File: src/verilog/pdl_pkg.sv
package pdl_pkg;

    // ************************************************************
    // register map (byte addresses)
    // ************************************************************
    localparam logic [7:0] DEV_CTL_STAT_ADDR = 8'hC8;
    localparam logic [7:0] LINK_CAP_ADDR = 8'hCC;
    localparam int ADR_W = 8;
    localparam int DAT_W = 32;

    // ************************************************************
    // device control / status word at C8
    // ************************************************************
    localparam int REP_EN_LSB = 0;
    localparam int ERR_FLAG_LSB = 16;
    localparam int AUX_PWR_BIT = 20;
    localparam int TXN_PEND_BIT = 21;
    localparam int CTL_BYTE = 0;
    localparam int STAT_BYTE = 2;
    localparam logic [3:0] REP_EN_RST = 4'h0;
    localparam logic [3:0] ERR_FLAG_RST = 4'h0;
    localparam logic AUX_PWR_RST = 1'b1;
    localparam logic TXN_PEND_VAL = 1'b0;

    // ************************************************************
    // link capabilities word at CC
    // ************************************************************
    localparam int SPEED_LSB = 0;
    localparam int WIDTH_LSB = 4;
    localparam int ASPM_LSB = 10;
    localparam int L0S_LSB = 12;
    localparam int L1_LSB = 15;
    localparam int CLKPM_BIT = 18;
    localparam int SDN_BIT = 19;
    localparam int DLL_BIT = 20;
    localparam int BW_BIT = 21;
    localparam int PORT_LSB = 24;
    localparam logic [3:0] SPEED_2G5 = 4'h1;
    localparam logic [3:0] SPEED_5G0 = 4'h2;
    localparam logic [5:0] WIDTH_X1 = 6'h01;
    localparam logic [1:0] ASPM_RST = 2'h3;
    localparam logic [2:0] L0S_RST = 3'h3;
    localparam logic [2:0] L1_RST = 3'h5;
    localparam logic DLL_VAL = 1'b0;

    // error event pulses, one bit per class
    typedef struct packed {
        logic ur;
        logic fat;
        logic nf;
        logic cor;
    } pdl_err_t;

    // overridable capability defaults from the loader
    typedef struct packed {
        logic [7:0] port_num;
        logic clk_pm;
        logic [2:0] l1_lat;
        logic [2:0] l0s_lat;
        logic [1:0] aspm;
    } pdl_cap_t;

endpackage : pdl_pkg

File: src/verilog/pdl_regs.sv
module pdl_regs #(
    parameter logic [7:0] PORT_INDEX = 8'h00,
    parameter logic UPSTREAM = 1'b1
) (
    // clock and reset
    input wire logic clk_i,
    input wire logic rst_i,
    // wishbone classic slave
    input wire logic cyc_i,
    input wire logic stb_i,
    input wire logic we_i,
    input wire logic [pdl_pkg::ADR_W-1:0] adr_i,
    input wire logic [3:0] sel_i,
    input wire logic [pdl_pkg::DAT_W-1:0] dat_i,
    output logic [pdl_pkg::DAT_W-1:0] dat_o,
    output logic ack_o,
    // error detection and power status
    input wire pdl_pkg::pdl_err_t err_ev_i,
    input wire logic aux_pwr_i,
    // capability loader (smbus / eeprom)
    input wire logic ldr_we_i,
    input wire pdl_pkg::pdl_cap_t ldr_cap_i,
    // gated error reports
    output pdl_pkg::pdl_err_t err_report_o
);

    // ************************************************************
    // helpers
    // ************************************************************

    // word-aligned address match
    function automatic logic hit(input logic [pdl_pkg::ADR_W-1:0] adr,
                                 input logic [pdl_pkg::ADR_W-1:0] off);
        hit = (adr[pdl_pkg::ADR_W-1:2] == off[pdl_pkg::ADR_W-1:2]);
    endfunction : hit

    // reset defaults; port number and clk_pm depend on the port's position, latencies and aspm are fixed
    function automatic pdl_pkg::pdl_cap_t cap_default();
        pdl_pkg::pdl_cap_t c;
        c.port_num = PORT_INDEX;
        c.clk_pm = UPSTREAM;
        c.l1_lat = pdl_pkg::L1_RST;
        c.l0s_lat = pdl_pkg::L0S_RST;
        c.aspm = pdl_pkg::ASPM_RST;
        return c;
    endfunction : cap_default

    // ************************************************************
    // state
    // ************************************************************
    logic ack_reg, ack_next;
    logic [pdl_pkg::DAT_W-1:0] rdat_reg, rdat_next;
    logic [3:0] en_reg, en_next;
    logic [3:0] flag_reg, flag_next;
    logic aux_reg, aux_next;
    pdl_pkg::pdl_cap_t cap_reg, cap_next;
    pdl_pkg::pdl_err_t rep_reg, rep_next;

    logic req;
    logic wr_take;
    logic [3:0] ev_vec;
    logic [3:0] clr_vec;
    logic [pdl_pkg::DAT_W-1:0] stat_word;
    logic [pdl_pkg::DAT_W-1:0] cap_word;

    assign req = cyc_i & stb_i;
    // a write lands on the edge where ack is seen, as the master expects
    assign wr_take = req & we_i & ack_reg;
    assign ev_vec = err_ev_i;

    // ************************************************************
    // read words
    // ************************************************************

    // status/control word; reserved bits and pending bit read zero
    always_comb begin
        stat_word = '0;
        stat_word[pdl_pkg::REP_EN_LSB +: 4] = en_reg;
        stat_word[pdl_pkg::ERR_FLAG_LSB +: 4] = flag_reg;
        stat_word[pdl_pkg::AUX_PWR_BIT] = aux_reg;
        stat_word[pdl_pkg::TXN_PEND_BIT] = pdl_pkg::TXN_PEND_VAL;
    end

    // link capabilities; fixed fields are constants, port-type bits from UPSTREAM
    always_comb begin
        cap_word = '0;
        cap_word[pdl_pkg::SPEED_LSB +: 4] = pdl_pkg::SPEED_5G0;
        cap_word[pdl_pkg::WIDTH_LSB +: 6] = pdl_pkg::WIDTH_X1;
        cap_word[pdl_pkg::ASPM_LSB +: 2] = cap_reg.aspm;
        cap_word[pdl_pkg::L0S_LSB +: 3] = cap_reg.l0s_lat;
        cap_word[pdl_pkg::L1_LSB +: 3] = cap_reg.l1_lat;
        cap_word[pdl_pkg::CLKPM_BIT] = cap_reg.clk_pm;
        cap_word[pdl_pkg::SDN_BIT] = ~UPSTREAM;
        cap_word[pdl_pkg::DLL_BIT] = pdl_pkg::DLL_VAL;
        cap_word[pdl_pkg::BW_BIT] = ~UPSTREAM;
        cap_word[pdl_pkg::PORT_LSB +: 8] = cap_reg.port_num;
    end

    // ************************************************************
    // wishbone slave
    // ************************************************************

    // ack one cycle after the request, dropped the cycle after;
    // unmapped addresses are acked and read zero rather than hanging the bus
    always_comb begin
        ack_next = req & ~ack_reg;
        rdat_next = rdat_reg;
        if (ack_next && !we_i) begin
            if (hit(adr_i, pdl_pkg::DEV_CTL_STAT_ADDR)) begin
                rdat_next = stat_word;
            end else if (hit(adr_i, pdl_pkg::LINK_CAP_ADDR)) begin
                rdat_next = cap_word;
            end else begin
                rdat_next = '0;
            end
        end
    end

    always_ff @(posedge clk_i) begin
        if (rst_i) begin
            ack_reg <= 1'b0;
            rdat_reg <= '0;
        end else begin
            ack_reg <= ack_next;
            rdat_reg <= rdat_next;
        end
    end

    assign ack_o = ack_reg;
    assign dat_o = rdat_reg;

    // ************************************************************
    // control and status
    // ************************************************************

    // w1c from byte lane 2; a set pulse in the clearing cycle survives
    always_comb begin
        clr_vec = '0;
        en_next = en_reg;
        if (wr_take && hit(adr_i, pdl_pkg::DEV_CTL_STAT_ADDR)) begin
            if (sel_i[pdl_pkg::STAT_BYTE]) begin
                clr_vec = dat_i[pdl_pkg::ERR_FLAG_LSB +: 4];
            end
            if (sel_i[pdl_pkg::CTL_BYTE]) begin
                en_next = dat_i[pdl_pkg::REP_EN_LSB +: 4];
            end
        end
        // logging ignores the enables on purpose
        flag_next = (flag_reg & ~clr_vec) | ev_vec;
        rep_next = ev_vec & en_reg;
        aux_next = aux_pwr_i;
    end

    always_ff @(posedge clk_i) begin
        if (rst_i) begin
            en_reg <= pdl_pkg::REP_EN_RST;
            flag_reg <= pdl_pkg::ERR_FLAG_RST;
            rep_reg <= '0;
            aux_reg <= pdl_pkg::AUX_PWR_RST;
        end else begin
            en_reg <= en_next;
            flag_reg <= flag_next;
            rep_reg <= rep_next;
            aux_reg <= aux_next;
        end
    end

    assign err_report_o = rep_reg;

    // ************************************************************
    // capability defaults and loader override
    // ************************************************************

    // loader writes are taken whole; software cannot touch these fields
    always_comb begin
        cap_next = cap_reg;
        if (ldr_we_i) begin
            cap_next = ldr_cap_i;
        end
    end

    always_ff @(posedge clk_i) begin
        if (rst_i) begin
            cap_reg <= cap_default();
        end else begin
            cap_reg <= cap_next;
        end
    end

    // read strobes while ack stands; dat_o then holds the word taken an edge earlier
    logic rd_stat;
    logic rd_cap;
    assign rd_stat = ack_reg & ~we_i & hit(adr_i, pdl_pkg::DEV_CTL_STAT_ADDR);
    assign rd_cap = ack_reg & ~we_i & hit(adr_i, pdl_pkg::LINK_CAP_ADDR);
    // a read that decodes to neither word
    logic rd_none;
    assign rd_none = ack_reg & ~we_i & ~hit(adr_i, pdl_pkg::DEV_CTL_STAT_ADDR)
        & ~hit(adr_i, pdl_pkg::LINK_CAP_ADDR);
endmodule : pdl_regs

File: config.mk
export PLATFORM = sky130hd
export DESIGN_NAME = pdl_regs
export DESIGN_NICKNAME = d
export VERILOG_FILES = /design/src/verilog/pdl_pkg.sv /design/src/verilog/pdl_regs.sv
export SDC_FILE = /design/constraint.sdc
export NUM_CORES = 1
export LEC_CHECK = 0
export ABC_AREA = 0
export BUFFER_PORTS_ARGS = -buffer_cell sky130_fd_sc_hd__buf_2
export CORE_MARGIN = 3
export CORE_UTILIZATION = 40
export CTS_CLUSTER_SIZE = 12
export DETAILED_ROUTE_END_ITERATION = 16
export HOLD_SLACK_MARGIN = 0.15
export PLACE_DENSITY = 0.7
export SLEW_MARGIN = 20
export SYNTH_ARGS = -nofsm -noshare
export SYNTH_HDL_FRONTEND = slang
export SYNTH_SLANG_ARGS = --single-unit
File: constraint.sdc
create_clock -name clk_i -period 1.5 [get_ports clk_i]
set_input_delay 0.3 -clock clk_i [delete_from_list [all_inputs] [get_ports clk_i]]
set_output_delay 0.3 -clock clk_i [all_outputs]
set_load 0.05 [all_outputs]
* Word level (Yosys, flattened, before mapping)
Index checks and enable logic that the tools add are counted.
** Cells by class
- Muxes and demuxes :: 4
- Bitwise operators :: 9
- Equality and inequality tests :: 2
- Reduce and logical (&&, ||, !) cells :: 4
** Operator list (number)
- $mux W32 :: 2
- $eq A6 B6 Y1 const B :: 2
- $and A4 B4 Y4 :: 2
- $mux W4 :: 2
- $and A1 B1 Y1 :: 4
- $not A4 Y4 :: 1
- $or A4 B4 Y4 :: 1
- $logic_and A1 B1 Y1 :: 2
- $reduce_and A2 Y1 :: 1
- $logic_not A1 Y1 :: 1
- $not A1 Y1 :: 1
** Word-level totals
- Word-level logic and storage cells :: 33
- Bits in registers :: 63
- Input bits :: 72

* Logic depth before layout (Yosys ltp)
- Word-level depth :: 8
- Gate-level depth with buffers :: 5
- Gate-level depth less buffers :: 3

* Worst setup path before layout
Ideal clock, no wire load.
- Path type :: flip-flop to flip-flop
- Start :: register ack_reg (netlist: ack_o)
- End :: register rdat_reg, in the netlist dat_o[1]
- Setup time :: 0.071 ns
- Required time :: 1.429 ns
- Path slack :: -0.031 ns
- Period minus slack after synthesis :: 1.531 ns
- Arrival :: 1.460 ns
- Stages on the path, launching flop included :: 6
- Buffers on the path :: 2
- Cells stage by stage :: dfxtp_1 and4bb_2 buf_2 buf_4 nand2b_1 a21oi_1
** On the way
- Word-level cells in the longest chain between the ends :: 3
** RTL lines
- from (decl) :: line pdl_regs.sv:51 : logic ack_reg, ack_next;
- from (signal assigned) :: line pdl_regs.sv:124 : ack_reg <= ack_next;
- $not A1 Y1 :: line pdl_regs.sv:106 : ack_next = req & ~ack_reg;
- $and A1 B1 Y1 :: line pdl_regs.sv:106
- $logic_and A1 B1 Y1 :: line pdl_regs.sv:108 : if (ack_next && !we_i) begin
- to (signal assigned) :: line pdl_regs.sv:125 : rdat_reg <= rdat_next;
- to (decl) :: line pdl_regs.sv:52 : logic [pdl_pkg::DAT_W-1:0] rdat_reg, rdat_next;
Every way passes these cells.
A chain may end at the register's enable or synchronous reset.

* Final worst setup path
Ends and elaborated chain as after synthesis.

==> metrics.md <==
| Metric | Value |
|---|---|
| DR WL/cell | `13.0 µm` |
| Pre-CTS setup slack | `0.0565 ns` |
| Final Cycle Share | `86.4%` |
| Largest net degree at the start of global routing | `79` |
| Post-synth top area share | `47.6%` |
| HPWL Detailed | `3420 µm` |
| Via count of the first global-routing pass | `1,520` |
| Slew @ Worst Pin | `0.521 ns` |
| Synth Area per Inst | `9.98 µm²` |
| Status | `completed` |
| Pins Over Slew Limit | `0` |
| Ports | `109` |
| #FFs+latches synth | `55` |
| Max incr delay on CP | `0.36 ns` |
| First-pass GRT wire length | `7470 µm` |
| Number of port buffers | `72` |
| Most frequent cell after synthesis | `dfxtp_1` |
| Final Hold Violating Endpoints | `0` |
| Leakage power | `0.00121 µW` |
| Final worst clock skew | `0.00189 ns` |
| Yosys warnings | `0` |
| Clock-pin transition on the worst setup and hold timing paths | `0.09 ns` |
| Sequential fraction of the synthesis area | `47.6%` |
| Layout cells sized above 1 | `31.5%` |
| Asr flop ratio synth | `0%` |
| DR vias | `1,773` |
| CP bufs+invs | `1` |
| Via/cell ratio | `4.79` |
| Most instantiated cells after synthesis | `55 x dfxtp_1, 25 x inv_1, 22 x o32ai_1` |
| Final Wtd Congestion | `0.804` |
| CP Max Fanout | `16` |
| Worst Slack Setup Final | `0.205 ns` |
| H-tree levels | `2` |
| Synth Cell Area | `2310 µm²` |
| Hold-fix buffers, CTS | `0` |
| # rows | `27` |
| CP Capture Type | `flop` |
| Cell count after synthesis | `232` |
| Total GRT Usage | `14.3%` |
| Slew headroom | `65.2%` |
| Total power draw | `2620 µW` |
| Family with the most delay on the worst path | `simple AND/OR/NAND/NOR gates` |
| Final setup fails | `0` |
| Critical path arrival | `1.53 ns` |
| Max reg flops | `24` |
| Critical path cell sequence | `and4bb_2 -> buf_4 -> o2111ai_1 -> a21oi_1` |
| Worst setup SP type | `flop` |
| Count of different cell masters after synthesis | `28` |
| Total global routing overflow | `0` |
| Unrepaired setup endpoints after global routing | `false` |
| Sink Count | `55` |
| Pint | `1990 µW` |
| Post-cts sizing count | `0` |
| Switching power summed over all nets | `631 µW` |
| Dominant cell type by area after synthesis | `dfxtp_1` |
| Post-route ant nets | `0` |
| Sum of routed wire length over all layers | `4800 µm` |
| Area of the multi-input gates | `1000 µm²` |
| Num CTS Buffers | `5` |
| Initial antenna violation count | `0` |
| Hold Crit Class | `in -> reg` |
| Clock power share | `30.9%` |
| DRC Markers | `0` |
| Sequential cell area | `1100 µm²` |
| Deepest clock path buffer count | `2` |
| Final critical-path required period | `1.30 ns` |
| Setup TNS | `0 ns` |
| Die area | `6740 µm²` |
| Core box area | `5540 µm²` |
| Worst path slowest cell | `and4bb_2` |
| Worst IR Drop VDD | `0.000394 V` |
| CTS tree | `done` |
| Initial DRC count | `64` |
| Setup Fix Bufs, Post-CTS | `0` |
| Crit path kind | `reg -> reg` |
| FMAX | `0.772 GHz` |
| Die Width | `82.1 µm` |
| Core Util, Final | `50.6%` |
| Latest clock arrival within the worst-skew pair | `0.30 ns` |
| Synthesis-to-layout area growth | `21.1%` |
| Combinational Power Share | `11.0%` |
| Top cells by area, synth | `dfxtp_1 48%, o32ai_1 8.3%, mux2i_1 7.4%` |
| # diodes | `0` |
| Starting Density | `41.8%` |
| Drt pass-1 iters | `4` |
| Filler instances | `530` |
| Switch share | `24.1%` |
| Max-capacitance violation count | `0` |
| Die height | `82.1 µm` |
| Ys flop type | `dfxtp_1` |
| Power Density | `933 nW/µm²` |
| Worst endpoint required time | `1.74 ns` |
| Post-synth EDFFs | `0` |
| Sequential Power Share | `58.0%` |
| CTS Root Cell | `clkbuf_8` |
| Final #Nets | `370` |
[cell type report]
type / instances / share of cell area [%]
tap: 72 / 3.21
clock buffer: 6 / 2.95
multi-input combinational: 133 / 35.7
clock inverter: 1 / 0.178
inverter: 25 / 3.35
timing repair buffer: 78 / 15.4
sequential: 55 / 39.3
[power groups by stage]
stage               combinational, µW  clock [µW]  sequential [µW]
floorplan                         207           0             1550
global placement                  284           0             1550
finish                            288         810             1520
global route                      315         909             1520
CTS                               290         842             1520
detailed placement                289           0             1550
[logic make-up (layout without fill, tap and decap cells)]
group / after synthesis / after routing / synth area share, %
AO/OA/AOI/OAI: 40 / 40 / 14.2
other: 1 / 8 / 0.162
buffers and inverters: 51 / 110 / 10.4
multiplexers: 17 / 17 / 7.35
AND/OR/NAND/NOR: 68 / 68 / 20.4
flip-flops: 55 / 55 / 47.6
[path summary, 6_finish.rpt]
kind                   from          end  slack [ns]  depth (start not counted)
setup / recovery      ack_o     dat_o[1]        0.20                          4
hold / removal    dat_i[18]  flag_reg[2]        0.18                          2
setup reg to reg      ack_o     dat_o[1]        0.20                          4
hold reg to reg       ack_o        ack_o        0.44                          1
[layout by cell type, fill, tap and decap left out]
cell,instances
a211o_1,7
a21oi_1,2
a31oi_1,4
and4bb_2,2
buf_12,2
buf_2,72
buf_4,4
clkbuf_8,6
clkinv_2,1
conb_1,8
dfxtp_1,54
dfxtp_2,1
inv_1,25
mux2i_1,17
nand2_1,5
nand2b_1,15
nand2b_4,1
nand3_1,2
nand3b_1,14
nand4_1,2
nand4b_4,1
nand4bb_4,1
nor2_1,14
nor2b_1,7
nor3_1,1
nor4_2,1
nor4_4,1
o2111ai_1,1
o21bai_1,4
o32ai_1,22
or2_2,1
[metal layers]
layer  wire length, µm  vias to the layer above  global-route usage (%)
met1              2260                      804                    19.9
met5                 0                        -                       0
li1                  -                      923                       -
met2              2250                       39                    21.6
met3               235                        7                    3.62
met4                60                        0                    4.65
[metrics by stage]
stage | std cells | hold WS, ns | cell area, µm²
4_1_cts | 370 | 0.161 | 2800
5_1_grt | 370 | 0.162 | 2800
3_5_place_dp | 363 | 0.420 | 2720
3_3_place_gp | 363 | 0.412 | 2720
2_1_floorplan | 239 | 0.400 | 2340
6_report | 370 | 0.178 | 2800
No activity file was read; power rests on OpenSTA's default activity.
